===== config.mk =====
export PLATFORM = sky130hd
export DESIGN_NAME = msp_serial_port
export DESIGN_NICKNAME = d
export VERILOG_FILES = /design/src/rtl/msp_pkg.sv /design/src/rtl/msp_sync.sv /design/src/rtl/msp_fifo.sv /design/src/rtl/msp_serial_port.sv
export VERILOG_INCLUDE_DIRS = /design/src /design/src/rtl
export SDC_FILE = /design/constraint.sdc
export NUM_CORES = 1
export LEC_CHECK = 0
export CAP_MARGIN = 0
export CORE_UTILIZATION = 63
export CTS_CLUSTER_DIAMETER = 60
export DETAILED_ROUTE_END_ITERATION = 6
export DONT_BUFFER_PORTS = 1
export GPL_ROUTABILITY_DRIVEN = 0
export HOLD_SLACK_MARGIN = 0.15
export MAX_ROUTING_LAYER = met4
export PLACE_DENSITY = 0.81
export SLEW_MARGIN = 5
export SYNTH_ARGS = -nofsm -noshare
export SYNTH_HDL_FRONTEND = slang
export SYNTH_SLANG_ARGS = --single-unit

===== constraint.sdc =====
create_clock -name mclk -period 3.82 [get_ports mclk]
set_input_delay 0.573 -clock mclk [delete_from_list [all_inputs] [get_ports mclk]]
set_output_delay 0.573 -clock mclk [all_outputs]
set_load 0.1 [all_outputs]

===== src/rtl/msp_defs.svh =====
// constants for the meter serial port
`ifndef MSP_DEFS_SVH
`define MSP_DEFS_SVH

`define MSP_ADDR_STATUS_CLR  7'h1A
`define MSP_ADDR_OPCTRL      7'h13
`define MSP_OPCTRL_SWRST_BIT 6
`define MSP_CMD_WRITE_BIT    7
`define MSP_STATUS_WIDTH     24
`define MSP_STATUS_RST_BIT   16
`define MSP_STATUS_RESET     24'h00_0000
`define MSP_FIFO_WIDTH       17
`define MSP_FIFO_DEPTH       16
`define MSP_MAX_BYTES        3

`endif


===== src/rtl/msp_pkg.sv =====
// types and helpers for the meter serial port
`default_nettype none
package msp_pkg;
    typedef enum logic [1:0] {
        ST_CMD   = 2'b00,
        ST_LOAD  = 2'b01,
        ST_WRITE = 2'b10,
        ST_READ  = 2'b11
    } msp_state_t;

    // data bytes for a register of the given width, one to three
    function automatic logic [1:0] msp_byte_count(input logic [4:0] width);
        logic [5:0] sum;
        sum = {1'b0, width} + 6'h07;
        if (sum[5:3] == 3'h0) begin
            msp_byte_count = 2'h1;
        end else if (sum[5:3] > 3'h3) begin
            msp_byte_count = 2'h3;
        end else begin
            msp_byte_count = sum[4:3];
        end
    endfunction
endpackage
`default_nettype wire


===== src/rtl/msp_sync.sv =====
// two flip-flop synchroniser for pin inputs
`default_nettype none
module msp_sync #(
    parameter int W = 1
) (
    // clock and reset
    input  wire logic         mclk,
    input  wire logic         rst,
    // asynchronous in, synchronised out
    input  wire logic [W-1:0] asyncIn,
    output logic      [W-1:0] syncOut
);
    logic [W-1:0] stage1_q;

    always_ff @(posedge mclk) begin
        if (rst) begin
            stage1_q <= '0;
            syncOut  <= '0;
        end else begin
            stage1_q <= asyncIn;
            syncOut  <= stage1_q;
        end
    end
endmodule
`default_nettype wire


===== src/rtl/msp_fifo.sv =====
// synchronous fifo with valid and ready on both sides
`default_nettype none
module msp_fifo #(
    parameter int WIDTH = 17,
    parameter int DEPTH = 16
) (
    // clock and reset
    input  wire logic             mclk,
    input  wire logic             rst,
    // fill side
    input  wire logic             inValid,
    output logic                  inReady,
    input  wire logic [WIDTH-1:0] inData,
    // drain side
    output logic                  outValid,
    input  wire logic             outReady,
    output logic      [WIDTH-1:0] outData
);
    localparam int AW = $clog2(DEPTH);

    logic [WIDTH-1:0] mem [DEPTH];
    logic [AW-1:0]    wrPtr_q;
    logic [AW-1:0]    rdPtr_q;
    logic [AW:0]      count_q;
    wire              doPush = inValid && inReady;
    wire              doPop  = outValid && outReady;

    assign inReady  = count_q != DEPTH[AW:0];
    assign outValid = count_q != '0;
    assign outData  = mem[rdPtr_q];

    always_ff @(posedge mclk) begin
        if (doPush) begin
            mem[wrPtr_q] <= inData;
        end
    end

    always_ff @(posedge mclk) begin
        if (rst) begin
            wrPtr_q <= '0;
            rdPtr_q <= '0;
            count_q <= '0;
        end else begin
            wrPtr_q <= doPush ? wrPtr_q + 1'b1 : wrPtr_q;
            rdPtr_q <= doPop ? rdPtr_q + 1'b1 : rdPtr_q;
            count_q <= count_q + {{AW{1'b0}}, doPush} - {{AW{1'b0}}, doPop};
        end
    end
endmodule
`default_nettype wire


===== src/rtl/msp_serial_port.sv =====
// serial slave port with interrupt line release timing
`include "msp_defs.svh"
`default_nettype none

//////////////////////////////////////////////////////////////////////////////
// Summary of operation
// [RULE1] status read command end releases interrupt high
// [RULE2] hold release through status byte, then re-evaluate
// [RULE3] sample data input on falling serial clock
// [RULE4] launch output bits on rising serial clock
// [RULE5] chip select fall returns to command mode
// [RULE6] chip select rise aborts, output floats
// [RULE7] held-low select: finish transfers or soft reset
// [RULE8] first byte is command: direction and address
// [RULE9] write: data shifts in on following falls
// [RULE10] read: output driven from next rising edge
// [RULE11] last register bit ends transfer, command mode
// [RULE12] host spaces write bytes at least 900 ns
// [RULE13] aborted partial write byte is discarded
// [RULE14] up to three bytes, MSB first, right justified
// [RULE15] read end floats output at final fall
// [RULE16] read abort floats output at select rise
// [RULE17] whole register snapshot taken when addressed
// [RULE18] host waits 1.1 us from write to read
// [RULE19] host uses falling-edge interrupt and clearing read
// [RULE20] reset flag high for one clock only
// [RULE21] command bit 7 write, bits 0-6 address
// [RULE22] clearing register read returns and clears flags
// [RULE23] byte count from width; ignore clock when deselected
module msp_serial_port
    import msp_pkg::*;
(
    // clock and reset
    input  wire logic        mclk,
    input  wire logic        rst,
    // serial pins
    input  wire logic        sclk,
    input  wire logic        csN,
    input  wire logic        din,
    output logic             dout,
    output logic             doutOe,
    output logic             irqN,
    // register read side
    output logic [6:0]       regRdAddr,
    input  wire logic [4:0]  regRdWidth,
    input  wire logic [23:0] regRdData,
    // register write side, one byte per word
    output logic             regWrValid,
    input  wire logic        regWrReady,
    output logic [6:0]       regWrAddr,
    output logic [1:0]       regWrLane,
    output logic [7:0]       regWrData,
    // interrupt sources
    input  wire logic [23:0] statusEvent,
    input  wire logic [23:0] statusMask
);

    //////////////////////////////////////////////////////////////////////////
    // pin synchronisers and edge detection
    logic [2:0] pinSync;
    logic       sclkPrev_q;
    logic       csPrev_q;

    msp_sync #(.W(3)) u_sync (
        .mclk    (mclk),
        .rst     (rst),
        .asyncIn ({sclk, csN, din}),
        .syncOut (pinSync)
    );

    wire sclkS  = pinSync[2];
    wire csHigh = pinSync[1];
    wire dinS   = pinSync[0];
    wire sRise  = sclkS && !sclkPrev_q && !csHigh; // RULE23
    wire sFall  = !sclkS && sclkPrev_q && !csHigh; // RULE3 RULE23
    wire csFall = !csHigh && csPrev_q;

    always_ff @(posedge mclk) begin
        if (rst) begin
            sclkPrev_q <= 1'b0;
            // matches the synchroniser's reset value, so no false select fall
            csPrev_q   <= 1'b0;
        end else begin
            sclkPrev_q <= sclkS;
            csPrev_q   <= csHigh;
        end
    end

    //////////////////////////////////////////////////////////////////////////
    // transfer state
    msp_state_t  state_q;
    logic [4:0]  bitCnt_q;
    logic [6:0]  cmdSh_q;
    logic [7:0]  cmd_q;
    logic [1:0]  nBytes_q;
    logic [23:0] shReg_q;
    logic        dout_q;
    logic        doutOe_q;
    logic        irqHold_q;
    logic        rstSeen_q;
    logic        rstPulse_q;
    logic [23:0] flags_q;
    logic        irqN_q;
    logic        pendValid_q;
    logic [16:0] pend_q;

    wire [7:0] cmdFull   = {cmdSh_q, dinS};
    wire       cmdIsWr   = cmd_q[`MSP_CMD_WRITE_BIT]; // RULE8 RULE21
    wire [6:0] cmdAddr   = cmd_q[6:0]; // RULE21
    wire       cmdDone   = state_q == ST_CMD && sFall && bitCnt_q == 5'h07;
    wire       clrRead   = cmdFull[7] == 1'b0 && cmdFull[6:0] == `MSP_ADDR_STATUS_CLR;
    wire [4:0] lastIdx   = {nBytes_q, 3'b000} - 5'h01;
    wire       lastBit   = bitCnt_q == lastIdx;
    wire       byteEnd   = bitCnt_q[2:0] == 3'h7;
    wire [7:0] wrByte    = {shReg_q[6:0], dinS};
    wire       wrByteEnd = state_q == ST_WRITE && sFall && byteEnd;
    wire       swReset   = wrByteEnd && lastBit && cmdAddr == `MSP_ADDR_OPCTRL
                           && wrByte[`MSP_OPCTRL_SWRST_BIT];
    wire       loadClr   = state_q == ST_LOAD && !cmdIsWr
                           && cmdAddr == `MSP_ADDR_STATUS_CLR; // RULE22
    wire [1:0] ldBytes   = msp_byte_count(regRdWidth); // RULE23
    wire [4:0] ldShift   = 5'd24 - {ldBytes, 3'b000};
    wire [23:0] ldValue  = loadClr ? flags_q : regRdData;

    // one serial state process, edges gated by chip select
    always_ff @(posedge mclk) begin
        if (rst || csHigh || csFall || swReset) begin // RULE5 RULE6 RULE7
            state_q  <= ST_CMD;
            bitCnt_q <= 5'h00;
        end else begin
            case (state_q)
                ST_CMD: begin
                    if (sFall) begin // RULE8
                        cmdSh_q  <= cmdFull[6:0];
                        bitCnt_q <= bitCnt_q + 5'h01;
                        if (cmdDone) begin
                            cmd_q    <= cmdFull;
                            state_q  <= ST_LOAD;
                            bitCnt_q <= 5'h00;
                        end
                    end
                end
                ST_LOAD: begin // RULE17
                    nBytes_q <= ldBytes;
                    shReg_q  <= ldValue << ldShift; // RULE14
                    state_q  <= cmdIsWr ? ST_WRITE : ST_READ; // RULE9 RULE10
                end
                ST_WRITE: begin
                    if (sFall) begin // RULE9
                        shReg_q  <= {shReg_q[22:0], dinS};
                        bitCnt_q <= bitCnt_q + 5'h01;
                        if (lastBit) begin // RULE11
                            state_q  <= ST_CMD;
                            bitCnt_q <= 5'h00;
                        end
                    end
                end
                ST_READ: begin
                    if (sRise) begin // RULE4
                        shReg_q <= {shReg_q[22:0], 1'b0};
                    end
                    if (sFall) begin
                        bitCnt_q <= bitCnt_q + 5'h01;
                        if (lastBit) begin // RULE11
                            state_q  <= ST_CMD;
                            bitCnt_q <= 5'h00;
                        end
                    end
                end
                default: begin
                    state_q  <= ST_CMD;
                    bitCnt_q <= 5'h00;
                end
            endcase
        end
    end

    //////////////////////////////////////////////////////////////////////////
    // serial output
    wire oeOn  = state_q == ST_READ && sRise; // RULE10
    wire oeOff = csHigh || (state_q == ST_READ && sFall && lastBit); // RULE15 RULE16

    always_ff @(posedge mclk) begin
        if (rst) begin
            dout_q   <= 1'b0;
            doutOe_q <= 1'b0;
        end else begin
            if (oeOn) begin
                dout_q <= shReg_q[23]; // RULE4
            end
            doutOe_q <= oeOff ? 1'b0 : (oeOn ? 1'b1 : doutOe_q);
        end
    end

    assign dout      = dout_q;
    assign doutOe    = doutOe_q;
    assign regRdAddr = cmdAddr;

    //////////////////////////////////////////////////////////////////////////
    // write bytes into the fifo; pending slot stalls on a full fifo
    logic        fifoInReady;
    logic [16:0] fifoOut;
    wire  [1:0]  wrLane = nBytes_q - 2'h1 - bitCnt_q[4:3]; // RULE14

    always_ff @(posedge mclk) begin
        if (rst) begin
            pendValid_q <= 1'b0;
            pend_q      <= 17'h0_0000;
        end else if (wrByteEnd) begin // RULE13
            pendValid_q <= 1'b1;
            pend_q      <= {cmdAddr, wrLane, wrByte};
        end else if (fifoInReady) begin
            pendValid_q <= 1'b0;
        end
    end

    msp_fifo #(
        .WIDTH (`MSP_FIFO_WIDTH),
        .DEPTH (`MSP_FIFO_DEPTH)
    ) u_fifo (
        .mclk     (mclk),
        .rst      (rst),
        .inValid  (pendValid_q),
        .inReady  (fifoInReady),
        .inData   (pend_q),
        .outValid (regWrValid),
        .outReady (regWrReady),
        .outData  (fifoOut)
    );

    assign regWrAddr = fifoOut[16:10];
    assign regWrLane = fifoOut[9:8];
    assign regWrData = fifoOut[7:0];

    //////////////////////////////////////////////////////////////////////////
    // status flags and interrupt line
    wire [23:0] rstBit    = 24'h00_0001 << `MSP_STATUS_RST_BIT;
    wire [23:0] flagsKeep = loadClr ? `MSP_STATUS_RESET : flags_q; // RULE22
    wire [23:0] flagsD    = ((flagsKeep | statusEvent) & ~rstBit)
                            | (rstPulse_q ? rstBit : 24'h00_0000); // RULE20
    wire holdSet = cmdDone && clrRead; // RULE1
    wire holdEnd = csHigh || csFall || swReset
                   || (state_q == ST_READ && sFall && bitCnt_q == 5'h07); // RULE2
    wire irqHoldD = holdSet ? 1'b1 : (holdEnd ? 1'b0 : irqHold_q);

    always_ff @(posedge mclk) begin
        if (rst) begin
            rstSeen_q  <= 1'b0;
            rstPulse_q <= 1'b0;
            flags_q    <= `MSP_STATUS_RESET;
            irqHold_q  <= 1'b0;
            irqN_q     <= 1'b1;
        end else begin
            rstSeen_q  <= !swReset;
            rstPulse_q <= !rstSeen_q; // RULE20
            flags_q    <= flagsD;
            irqHold_q  <= irqHoldD;
            irqN_q     <= irqHoldD || !(|(flagsD & statusMask)); // RULE1 RULE2
        end
    end

    assign irqN = irqN_q;
endmodule
`default_nettype wire


Yosys cells after proc, flatten, opt, wreduce, memory -nomap -nowiden. Memory sizes are Yosys's and may differ from the RTL's. A register that Yosys moved wholly into a read port is not among the register bits. Cells that the tools add are included. Widths: inputs -> output; s select.

RAM bits: 272. Memories kept: 1. Output and inout bits: 28. Bits in registers: 117. Word-level logic and storage cells: 135.

Memories: u_fifo.mem (depth 16, width 17, read ports 1, clocked after memory_dff 1, write ports 1, line msp_fifo.sv:21) `logic [WIDTH-1:0] mem [DEPTH];`.

Shift operators: 1. Order comparisons: 1. Bitwise logic cells: 5. Reductions and logical operators: 52. Equal/unequal tests: 16. Add/subtract/negate cells: 10. Mux-type cells: 27.

Operators with widths (number): $mux 24 (4); $pmux 24 s3 (1); $and 24x24->24 (1); $or 24x17->24 (1); $or 24x24->24 (1); $reduce_or 24->1 (1); $shl 24x5->24 (1); $logic_and 1x1->1 (22); $eq 7x5->1 const B (3); $mux 5 (4); $mux 17 (1); $mux 2 (6); $reduce_and 4->1 (3); $pmux 5 s2 (1); $add 4x1->4 const B (2); $logic_or 1x1->1 (8); $mux 4 (2); $ne 2x2->1 const B (4); $logic_not 1->1 (7); $mux 1 (7); $add 5x3->6 const B (1); $pmux 2 s3 (1); $reduce_and 3->1 (2); $add 5x1->5 (1); 22 further kinds (27).

Longest topological paths before layout. Gate-level depths: netlist (run 1).

Depth in word-level cells: 13. Gate-level depth with buffers: 15.

Hierarchy. Synthesis (run 1) repeated with hierarchy kept, for this count alone.

Cell total of the unflattened synthesis: 1015. Area, all modules: 15969.1 um2.

By module, submodules not included: msp_fifo (sequential area each 8508.2 um2, times used 1, cells an instance 528, area an instance 11153.2 um2); msp_serial_port (sequential area each 2372.3 um2, times used 1, cells an instance 475, area an instance 4658.2 um2); msp_sync (sequential area each 120.1 um2, times used 1, cells an instance 12, area an instance 157.7 um2).

Least setup slack after synthesis (run 1). Ideal clock, no wire load.

Kind: reg-to-reg. Start point: register u_fifo.count_q[3]. End point: register u_fifo.count_q[4]. Cell stages (with the launch flop): 16. Data arrival time: 3.537 ns. Path buffers: 1. Setup time: 0.070 ns. Path slack: 0.213 ns. Path through: dfxtp_1 -> inv_1 -> ha_1 -> nand4b_1 -> and2_1 -> clkbuf_1 -> ha_1 -> inv_1 -> ha_1 -> inv_1 -> fa_1 -> inv_1 -> a21oi_1 -> nor2_1 -> or3_1 -> a21oi_1.

RTL lines: from (decl) (line msp_fifo.sv:24) `logic [AW:0] count_q;`; from (signal assigned) (line msp_fifo.sv:46) `count_q <= count_q + {{AW{1'b0}}, doPush} - {{AW{1'b0}}, doPop};`; $reduce_bool 5->1 (line msp_fifo.sv:29) `assign outValid = count_q != '0;`; net regWrValid (line msp_serial_port.sv:48) `output logic regWrValid,`; $logic_and 1x1->1 (line msp_fifo.sv:26) `wire doPop = outValid && outReady;`; $sub 5x1->5 (line msp_fifo.sv:46).

The timed path passes the listed nets, and every way through them passes these cells. A chain may end at the register's enable or synchronous reset.

==> results of run 1 <==
-- sequential cells by signal (all words and copies together), names as in the netlist, 3 cells and up, named ones only --
name and count:
flags_q 24, u_fifo.count_q 5, u_fifo.rdPtr_q 4, pend_q 17, u_sync.syncOut 3, cmd_q 8, u_fifo.wrPtr_q 4, u_sync.stage1_q 3
shReg_q 24, u_fifo.mem 272, cmdSh_q 7, bitCnt_q 5
-- synthesized netlist by cell type, drive strengths merged, types with 2 or more instances --
| cell | n |
|---|---|
| edfxtp | 313 |
| mux4 | 85 |
| dfxtp | 80 |
| nor2 | 69 |
| a21oi | 58 |
| nand2 | 56 |
| o21ai | 32 |
| buf | 30 |
| clkbuf | 28 |
| mux2i | 28 |
| mux2 | 17 |
| ha | 14 |
| nor2b | 14 |
| nor3 | 12 |
| inv | 11 |
| a22oi | 8 |
| nand4 | 8 |
| o22ai | 8 |
| xnor2 | 7 |
| xor2 | 7 |
| a21o | 5 |
| a221oi | 4 |
| a22o | 4 |
| a31oi | 4 |
| nand2b | 4 |
| nand4b | 4 |
| nor4b | 3 |
| a211oi | 2 |
| and3 | 2 |
| and4bb | 2 |
| nand3 | 2 |
| nand3b | 2 |
| nor3b | 2 |
| nor4 | 2 |
| or3 | 2 |
-- per-layer routing --
metal,track usage,vias to the layer above
met5,-,-
met4,0.09177,0
met3,0.04649,59
met2,0.4620,414
met1,0.3591,4317
li1,-,3753
-- layout by cell type (no fill, tap or decap), types with 5 or more instances in the layout --
cell and n:
buf_4 34, xnor2_1 7, ha_1 14, a22oi_1 8
a21oi_1 58, nor2_2 5, o21ai_0 23, dfxtp_1 78
inv_1 11, nor2_1 64, o21ai_1 8, nor3_1 7
mux4_2 85, mux2i_1 28, nand2_1 54, clkinv_2 9
xor2_1 7, clkbuf_16 40, clkinv_1 7, o22ai_1 8
mux2_2 17, nand4_1 8, buf_12 7, edfxtp_1 313
clkbuf_1 5, nor2b_1 14
-- kinds of logic after synthesis --
| group | Yosys count | synth area share |
|---|---|---|
| buf+inv | 69 | 0.02354 |
| simple gates | 193 | 0.06129 |
| compound gates | 130 | 0.04865 |
| mux | 130 | 0.1506 |
| flops | 393 | 0.6944 |
| xor+xnor | 15 | 0.009162 |
| fa+ha+maj | 15 | 0.01232 |
-- worst max-delay path: stages, from the launching register on --
cell	delay [ns]
dfxtp_4	0.60
buf_12	0.31
mux4_2	0.59
mux4_2	0.76
-- where the power goes --
part	switching, mW	leakage (nW)	internal [mW]
Sequential	0.104	3.55	4.63
Clock	1.57	0.589	1.99
Combinational	1.18	1.70	0.785
Total	2.86	5.84	7.41
-- worst min path at each step --
stage	from	end	slack, ns	cells past startpoint
after detailed placement	rstSeen_q	rstPulse_q	0.41	1
after CTS	rst	irqN	0.16	1
final	statusEvent[9]	flags_q[9]	0.17	2
after global placement	rstSeen_q	rstPulse_q	0.41	1
after global routing	statusEvent[0]	flags_q[0]	0.17	2
after floorplan	rstSeen_q	rstPulse_q	0.37	1
-- stage by stage --
step	cells	total power, mW	setup slack, ns
CTS	1324	10.33	0.3849
detailed placement	1252	6.802	0.8932
finish	1324	10.26	0.4538
global placement	1252	6.752	0.9458
floorplan	945	6.503	0.2130
global route	1324	10.60	0.3179
-- layout make-up --
type	count	area share
clock buffers	48	0.06037
repair buffers	42	0.02406
flip-flops and latches	393	0.6262
clock inverters	23	0.007902
well taps	324	0.02307
multi-input cells	483	0.2561
inverters	11	0.002349
==> flow_metrics.tcl, run 1 <==
set metrics [dict create \
    syn2layout_area_growth_pct 10.95 \
    fp.dieArea_sq_um 25780 \
    synth_edf_count 313 \
    yosysWarnings 0 \
    cp.required_ns 3.25 \
    initial_core_util 0.6476 \
    clk_pin_slew_worst_paths_ns 0.06 \
    timing.hold.ws_ns 0.1728 \
    rsz0062_at_grt "no" \
    dieHeight_um 160.6 \
    wl_met3_um 2256 \
    cts.sinks 393 \
    ys_seq_elements 393 \
    m1WireLength_um 13300 \
    crit_fanout 30 \
    die_w_um 160.6 \
    route.met2.wl_um 17320 \
    clk_latency_ns 0.53 \
    skew_ns 0.01533 \
    grt_max_degree 69 \
    post_cts_buffers 0 \
    antenna_found_initial 0 \
    finalInstanceArea_sq_um 17580 \
    ff_latch_area_sq_um 11010 \
    hold_class "in2reg" \
    fmax_ghz 0.2971 \
    routed_wl_um 33830 \
    setup_viol 0 \
    viasPerCell 6.452 \
    synth_area_leader_cell "edfxtp_1" \
    fin_tns_setup_ns 0 \
    numCtsBuffers 39 \
    core_sq_um 24460 \
    leakage_nw 5.838 \
    grt_pass1_vias 8769 \
    period_minus_slack_ns 3.366 \
    netlist.area_leader.share 0.5933 \
    end_kind "output port" \
    worst_pin_slew_ns 0.9679 \
    drc 0 \
    ys_top_cells_by_area "edfxtp_1 (59%), mux4_2 (12%), dfxtp_1 (10%), a21oi_1 (1.8%), mux2i_1 (1.8%)" \
    fin_crit_sh 0.8812 \
    timing.rr.start "u_fifo.count_q[3]" \
    detail-route-antenna-nets 0 \
    wire_per_inst_um 25.55 \
    power_density_nw_per_um2 583.9 \
    grt_pass1_wl_um 51480 \
    relSlewSlack 0.3538 \
    reg2reg_setup_slack_ns 0.88 \
    first_pass_iters 5 \
    multi_input_area_sq_um 4501 \
    syn_avg_cell_area_sq_um 16.76 \
    synthCells 945 \
    critPathArrivalTime_ns 2.79 \
    maxUsedRoutingLayer "met4" \
    ys_async_sr_fraction 0 \
    ys_types 66 \
    io_buffers 0 \
    status "completed" \
    finalMaxSlewViolations 0 \
    drt_iter0_drc 863 \
    worstSetupStartpointType "register" \
    ioPinCount 111 \
    cts_resized 0 \
    grtUsageTotal 0.2806 \
    ir_worst_vdd_v 0.0004410 \
    cts_max_level 2 \
    fin_util 0.7185 \
    final-hold-violation-count 0 \
    r2r-end "u_fifo.mem[11][4]" \
    crit_type "reg2out" \
    setup.worst_path.end "regWrData[0]" \
    cts-root-buf "clkbuf_16" \
    num_vias 8543 \
    synth_top_flop_cell "edfxtp_1" \
    ys_seq_area_frac 0.6944 \
    overflow 0 \
    rr_worst_depth 7 \
    nFillCells 1428 \
    place_area_sq_um 16350 \
    netlist_area_sq_um 15840 \
    drive_gt1_frac 0.2330 \
    cts_tree "done" \
    ctsHoldBuffers 1 \
    max_cap_viol_count 0 \
    syn_nets 1043 \
    hpwl_um 20900 \
    nets 1068 \
    diodes 0 \
    clock_path_buffers 3 \
    rows 57 \
]
No activity file was read; power rests on OpenSTA's default activity.
==> run 2, diff against run 1 <==
--- a/config.mk
+++ b/config.mk
@@ -15,6 +15,7 @@
 export HOLD_SLACK_MARGIN = 0.15
 export MAX_ROUTING_LAYER = met4
 export PLACE_DENSITY = 0.81
+export REMOVE_ABC_BUFFERS = 1
 export SLEW_MARGIN = 5
 export SYNTH_ARGS = -nofsm -noshare
 export SYNTH_HDL_FRONTEND = slang
==> run 2 against run 1 <==
- clock skew up 0.0044 ns
- critical path depth did not move
- hold slack improved by 0.0097 ns
- non-clock buffer count fell by 6
- first-iteration DRC count shrank 32%
- via count decreased by 1.4%
- sequential cell count unchanged
- utilization shrank 0.28 points
- critical endpoint is now regWrData[2]
- largest cell class unchanged
==> flow_metrics.tcl, run 2 (synthesis results as in run 1) <==
set metrics [dict create \
    cts_tree "done" \
    worstSetupStartpointType "register" \
    viasPerCell 6.405 \
    ctsHoldBuffers 2 \
    cts-root-buf "clkbuf_16" \
    cp.required_ns 3.25 \
    grt_pass1_vias 8750 \
    overflow 0 \
    final-hold-violation-count 0 \
    first_pass_iters 5 \
    regMostFlops "u_fifo.mem" \
    dieHeight_um 160.6 \
    grtUsageTotal 0.2751 \
    finalMaxSlewViolations 0 \
    crit_type "reg2out" \
    min_from "statusEvent[13]" \
    hold-path-endpoint "flags_q[13]" \
    io_buffers 0 \
    skew_ns 0.01975 \
    cts_resized 0 \
    antenna_found_initial 0 \
    post_cts_buffers 0 \
    detail-route-antenna-nets 0 \
    nFillCells 1488 \
    fin_ws_ns 0.4903 \
    routed_wl_um 33150 \
    num_vias 8423 \
    nets 1061 \
    power_density_nw_per_um2 586.7 \
    ir_worst_vdd_v 0.0005396 \
    core_sq_um 24460 \
    worst_pin_slew_ns 1.005 \
    timing.hold.ws_ns 0.1825 \
    diodes 0 \
    clk_pin_slew_worst_paths_ns 0.07 \
    drt_iter0_drc 583 \
    hold_class "in2reg" \
    timing.rr.start "u_fifo.count_q[2]" \
    reg_top3 "u_fifo.mem x272, flags_q x24, shReg_q x24" \
    relSlewSlack 0.3294 \
    critPathArrivalTime_ns 2.76 \
    cts_max_level 2 \
    final_common_cell "edfxtp_1" \
    status "completed" \
    period_minus_slack_ns 3.330 \
    rsz0062_at_grt "no" \
    dp_slack_ns 0.9095 \
    drive_gt1_frac 0.2321 \
    clk_latency_ns 0.52 \
    holdPathStages 2 \
    crit_fanout 68 \
    r2r-end "u_fifo.mem[13][12]" \
    fin_crit_sh 0.8717 \
    syn2layout_area_growth_pct 10.51 \
    end_kind "output port" \
    drc 0 \
    fp.dieArea_sq_um 25780 \
    die_w_um 160.6 \
    final_cell_mix "edfxtp_1 (313), mux4_2 (85), dfxtp_1 (78)" \
    numCtsBuffers 38 \
    hpwl_um 19340 \
    reg2reg_setup_slack_ns 0.89 \
    cts.sinks 393 \
    rows 57 \
    wire_per_inst_um 25.21 \
    rr_worst_depth 7 \
    setup_viol 0 \
    max_cap_viol_count 0 \
    fmax_ghz 0.3003 \
    ioPinCount 111 \
    grt_max_degree 69 \
    initial_core_util 0.6476 \
    leakage_nw 5.801 \
    grt_pass1_wl_um 50880 \
    largest_register_ffs 272 \
    clock_path_buffers 3 \
]
run 2: worst max path at each step:
stage,end,startpoint,slack [ns],cells past startpoint
2_1_floorplan,regWrAddr[0],register,-1.04,2
3_3_place_gp,u_fifo.mem[15][13],u_fifo.count_q[2],0.96,7
3_5_place_dp,u_fifo.mem[15][13],u_fifo.count_q[2],0.91,7
4_1_cts,regWrData[2],register,0.46,3
5_1_grt,regWrData[2],register,0.37,3
6_report,regWrData[2],register,0.49,3
run 2: critical path, cell delays in order (launching register included):
cell,delay [ns]
dfxtp_4,0.35
buf_12,0.39
mux4_2,0.62
mux4_2,0.77
run 2: final cells by class:
type / count / area (sq um) / share of cell area
sequential: 393 / 11010 / 0.6286
clock buffer: 49 / 1055 / 0.06025
timing repair buffer: 36 / 330.3 / 0.01887
tap: 324 / 405.4 / 0.02316
clock inverter: 19 / 148.9 / 0.008505
multi-input combinational: 483 / 4521 / 0.2582
inverter: 11 / 41.29 / 0.002358
run 2: metal layers:
metal  share of wire  up-vias  GRT usage
met1            0.39     4254     0.3454
met5               0        -          -
met4           0.020        0    0.06753
li1                -     3732          -
met3           0.070       54    0.03900
met2            0.52      383     0.4750
run 2: report_power, final:
group	internal (mW)	switching [mW]	total, mW
clock	2.09	1.53	3.62
sequential	4.63	0.0542	4.68
combinational	0.768	1.20	1.97
run 2: stage by stage:
stage | utilization | cell area (sq um) | total power, mW | TNS, ns | cells
6_report | 0.7157 | 17510 | 10.27 | 0 | 1315
5_1_grt | 0.7157 | 17510 | 10.60 | 0 | 1315
4_1_cts | 0.7157 | 17510 | 10.35 | 0 | 1315
3_5_place_dp | 0.6649 | 16270 | 6.746 | 0 | 1245
3_3_place_gp | 0.6649 | 16270 | 6.703 | 0 | 1245
2_1_floorplan | - | 15510 | 6.508 | -21.72 | 887
==> run 3, diff against run 2 <==
--- a/config.mk
+++ b/config.mk
@@ -12,11 +12,12 @@
 export DETAILED_ROUTE_END_ITERATION = 6
 export DONT_BUFFER_PORTS = 1
 export GPL_ROUTABILITY_DRIVEN = 0
+export GPL_TIMING_DRIVEN = 0
 export HOLD_SLACK_MARGIN = 0.15
 export MAX_ROUTING_LAYER = met4
 export PLACE_DENSITY = 0.81
 export REMOVE_ABC_BUFFERS = 1
-export SLEW_MARGIN = 5
+export SLEW_MARGIN = 20
 export SYNTH_ARGS = -nofsm -noshare
 export SYNTH_HDL_FRONTEND = slang
 export SYNTH_SLANG_ARGS = --single-unit
==> run 3 against run 2 <==
- clock skew shrank 0.012 ns
- clock-buffer cell count up 2
- non-clock buffer count fell by 15
- hold slack got worse by 0.0082 ns
- largest cell class unchanged
- routed wire length grew 2.8%
- power grew 2.6%
- die area unchanged
- fmax shrank 8.5%
==> flow_metrics.tcl, run 3 (synthesis results as in run 1) <==
set metrics [dict create \
    internal-power_mw 7.723 \
    grtUsageTotal 0.2796 \
    clk_latency_ns 0.52 \
    r2r-end "cmd_q[3]" \
    worst_pin_slew_ns 1.040 \
    min_from "rst" \
    drc 0 \
    p_seq_frac 0.458 \
    skew_ns 0.007472 \
    dp_slack_ns 0.04294 \
    final_cells 1302 \
    cts_max_level 2 \
    holdPathStages 1 \
    fin_crit_sh 0.9530 \
    end_kind "output port" \
    fin_util 0.7207 \
    numCtsBuffers 38 \
    reg2reg_setup_slack_ns 0.28 \
    cts_tree "done" \
    core_sq_um 24460 \
    detail-route-antenna-nets 0 \
    largest_register_ffs 272 \
    rows 57 \
    final_common_cell "edfxtp_1" \
    total_power_mw 10.54 \
    critPathArrivalTime_ns 3.07 \
    cts.sinks 393 \
    worstSetupStartpointType "register" \
    first_pass_iters 5 \
    p_sw_frac 0.2672 \
    drive_gt1_frac 0.2209 \
    p_clk_frac 0.364 \
    wire_per_inst_um 26.18 \
    overflow 0 \
    ir_worst_vdd_v 0.0003807 \
    fin_tns_setup_ns 0 \
    clk_pin_slew_worst_paths_ns 0.06 \
    max_cap_viol_count 0 \
    nFillCells 1418 \
    clock_path_buffers 3 \
    switchingPower_mw 2.817 \
    combPwrFrac 0.178 \
    viasPerCell 6.508 \
    dp.cells 1230 \
    cp.required_ns 3.25 \
    leakage_nw 5.777 \
    regMostFlops "u_fifo.mem" \
    antenna_found_initial 0 \
    status "completed" \
    power_density_nw_per_um2 597.8 \
    grt_pass1_wl_um 51760 \
    syn2layout_area_growth_pct 11.29 \
    period_minus_slack_ns 3.641 \
    hold_class "in2reg" \
    hold-path-endpoint "irqN" \
    ioPinCount 111 \
    place_area_sq_um 16290 \
    relSlewSlack 0.3065 \
    timing.hold.ws_ns 0.1743 \
    diodes 0 \
    hpwl_um 20320 \
    rr_worst_depth 6 \
    cts-root-buf "clkbuf_16" \
    timing.rr.start "cmd_q[5]" \
    io_buffers 0 \
    fp.dieArea_sq_um 25780 \
    nets 1046 \
    routed_wl_um 34080 \
    fin_ws_ns 0.1794 \
    finalMaxSlewViolations 0 \
    setup_viol 0 \
    drt_iter0_drc 682 \
    reg_top3 "u_fifo.mem x272, flags_q x24, shReg_q x24" \
    die_w_um 160.6 \
    grt_max_degree 68 \
    initial_core_util 0.6476 \
    grt_pass1_vias 8886 \
    num_vias 8474 \
    crit_fanout 35 \
    final-hold-violation-count 0 \
    fmax_ghz 0.2747 \
    crit_type "reg2out" \
    dieHeight_um 160.6 \
    final_cell_mix "edfxtp_1 (313), mux4_2 (85), dfxtp_1 (75)" \
    rsz0062_at_grt "no" \
    finalInstanceArea_sq_um 17630 \
]
-- run 3: changes by cell type in the layout (fill, tap and decap cells not counted), moves of 4 or more --
| cell | delta |
|---|---|
| clkinv_1 | +4 |
| nor2_4 | +12 |
| buf_4 | -23 |
| nor2_2 | -12 |
| clkinv_2 | -5 |
-- run 3: what timing repair did --
action | CTS | global route
setup endpoints to repair | 0 | 8
buffers inserted | 0 | 0
resized for setup | 0 | 1
endpoints found under the hold margin | 69 | 0
hold buffers | 2 | 0
-- run 3: area by class of cell --
| cell class | count | area, sq um | area share |
|---|---|---|---|
| repair buffers | 21 | 282.8 | 0.01604 |
| flip-flops and latches | 393 | 11010 | 0.6246 |
| clock buffers | 51 | 1104 | 0.06259 |
| clock inverters | 19 | 188.9 | 0.01072 |
| multi-input cells | 483 | 4597 | 0.2607 |
| well taps | 324 | 405.4 | 0.02299 |
| inverters | 11 | 41.29 | 0.002342 |
-- run 3: power by group through the flow --
stage	logic, mW	clock network (mW)	registers [mW]
CTS	1.90	3.87	4.83
finish	1.88	3.84	4.82
global route	1.99	4.02	4.85
floorplan	1.56	0	4.95
detailed placement	1.84	0	4.93
global placement	1.73	0	5.05
-- run 3: worst max-delay path, cell delays in order (launching register included) --
cell	delay, ns
dfxtp_4	0.81
buf_16	0.33
mux4_2	0.59
mux4_2	0.77
-- run 3: layer usage --
| metal | share of wire | vias to the layer above | global-route usage | wire length [um] |
|---|---|---|---|---|
| li1 | - | 3707 | - | - |
| met1 | 0.38 | 4280 | 0.3405 | 12830 |
| met2 | 0.53 | 409 | 0.4825 | 18210 |
| met3 | 0.064 | 78 | 0.04494 | 2189 |
| met4 | 0.025 | 0 | 0.08485 | 861 |
| met5 | 0 | - | - | 0 |
-- run 3: how the worst max path moves through the flow --
| stage | slack [ns] | to |
|---|---|---|
| finish | 0.18 | regWrData[0] |
| global route | 0.03 | regWrData[0] |
| CTS | 0.09 | cmd_q[3] |
| detailed placement | 0.04 | cmd_q[3] |
| global placement | -2.16 | regWrData[6] |
| floorplan | -1.04 | regWrAddr[0] |
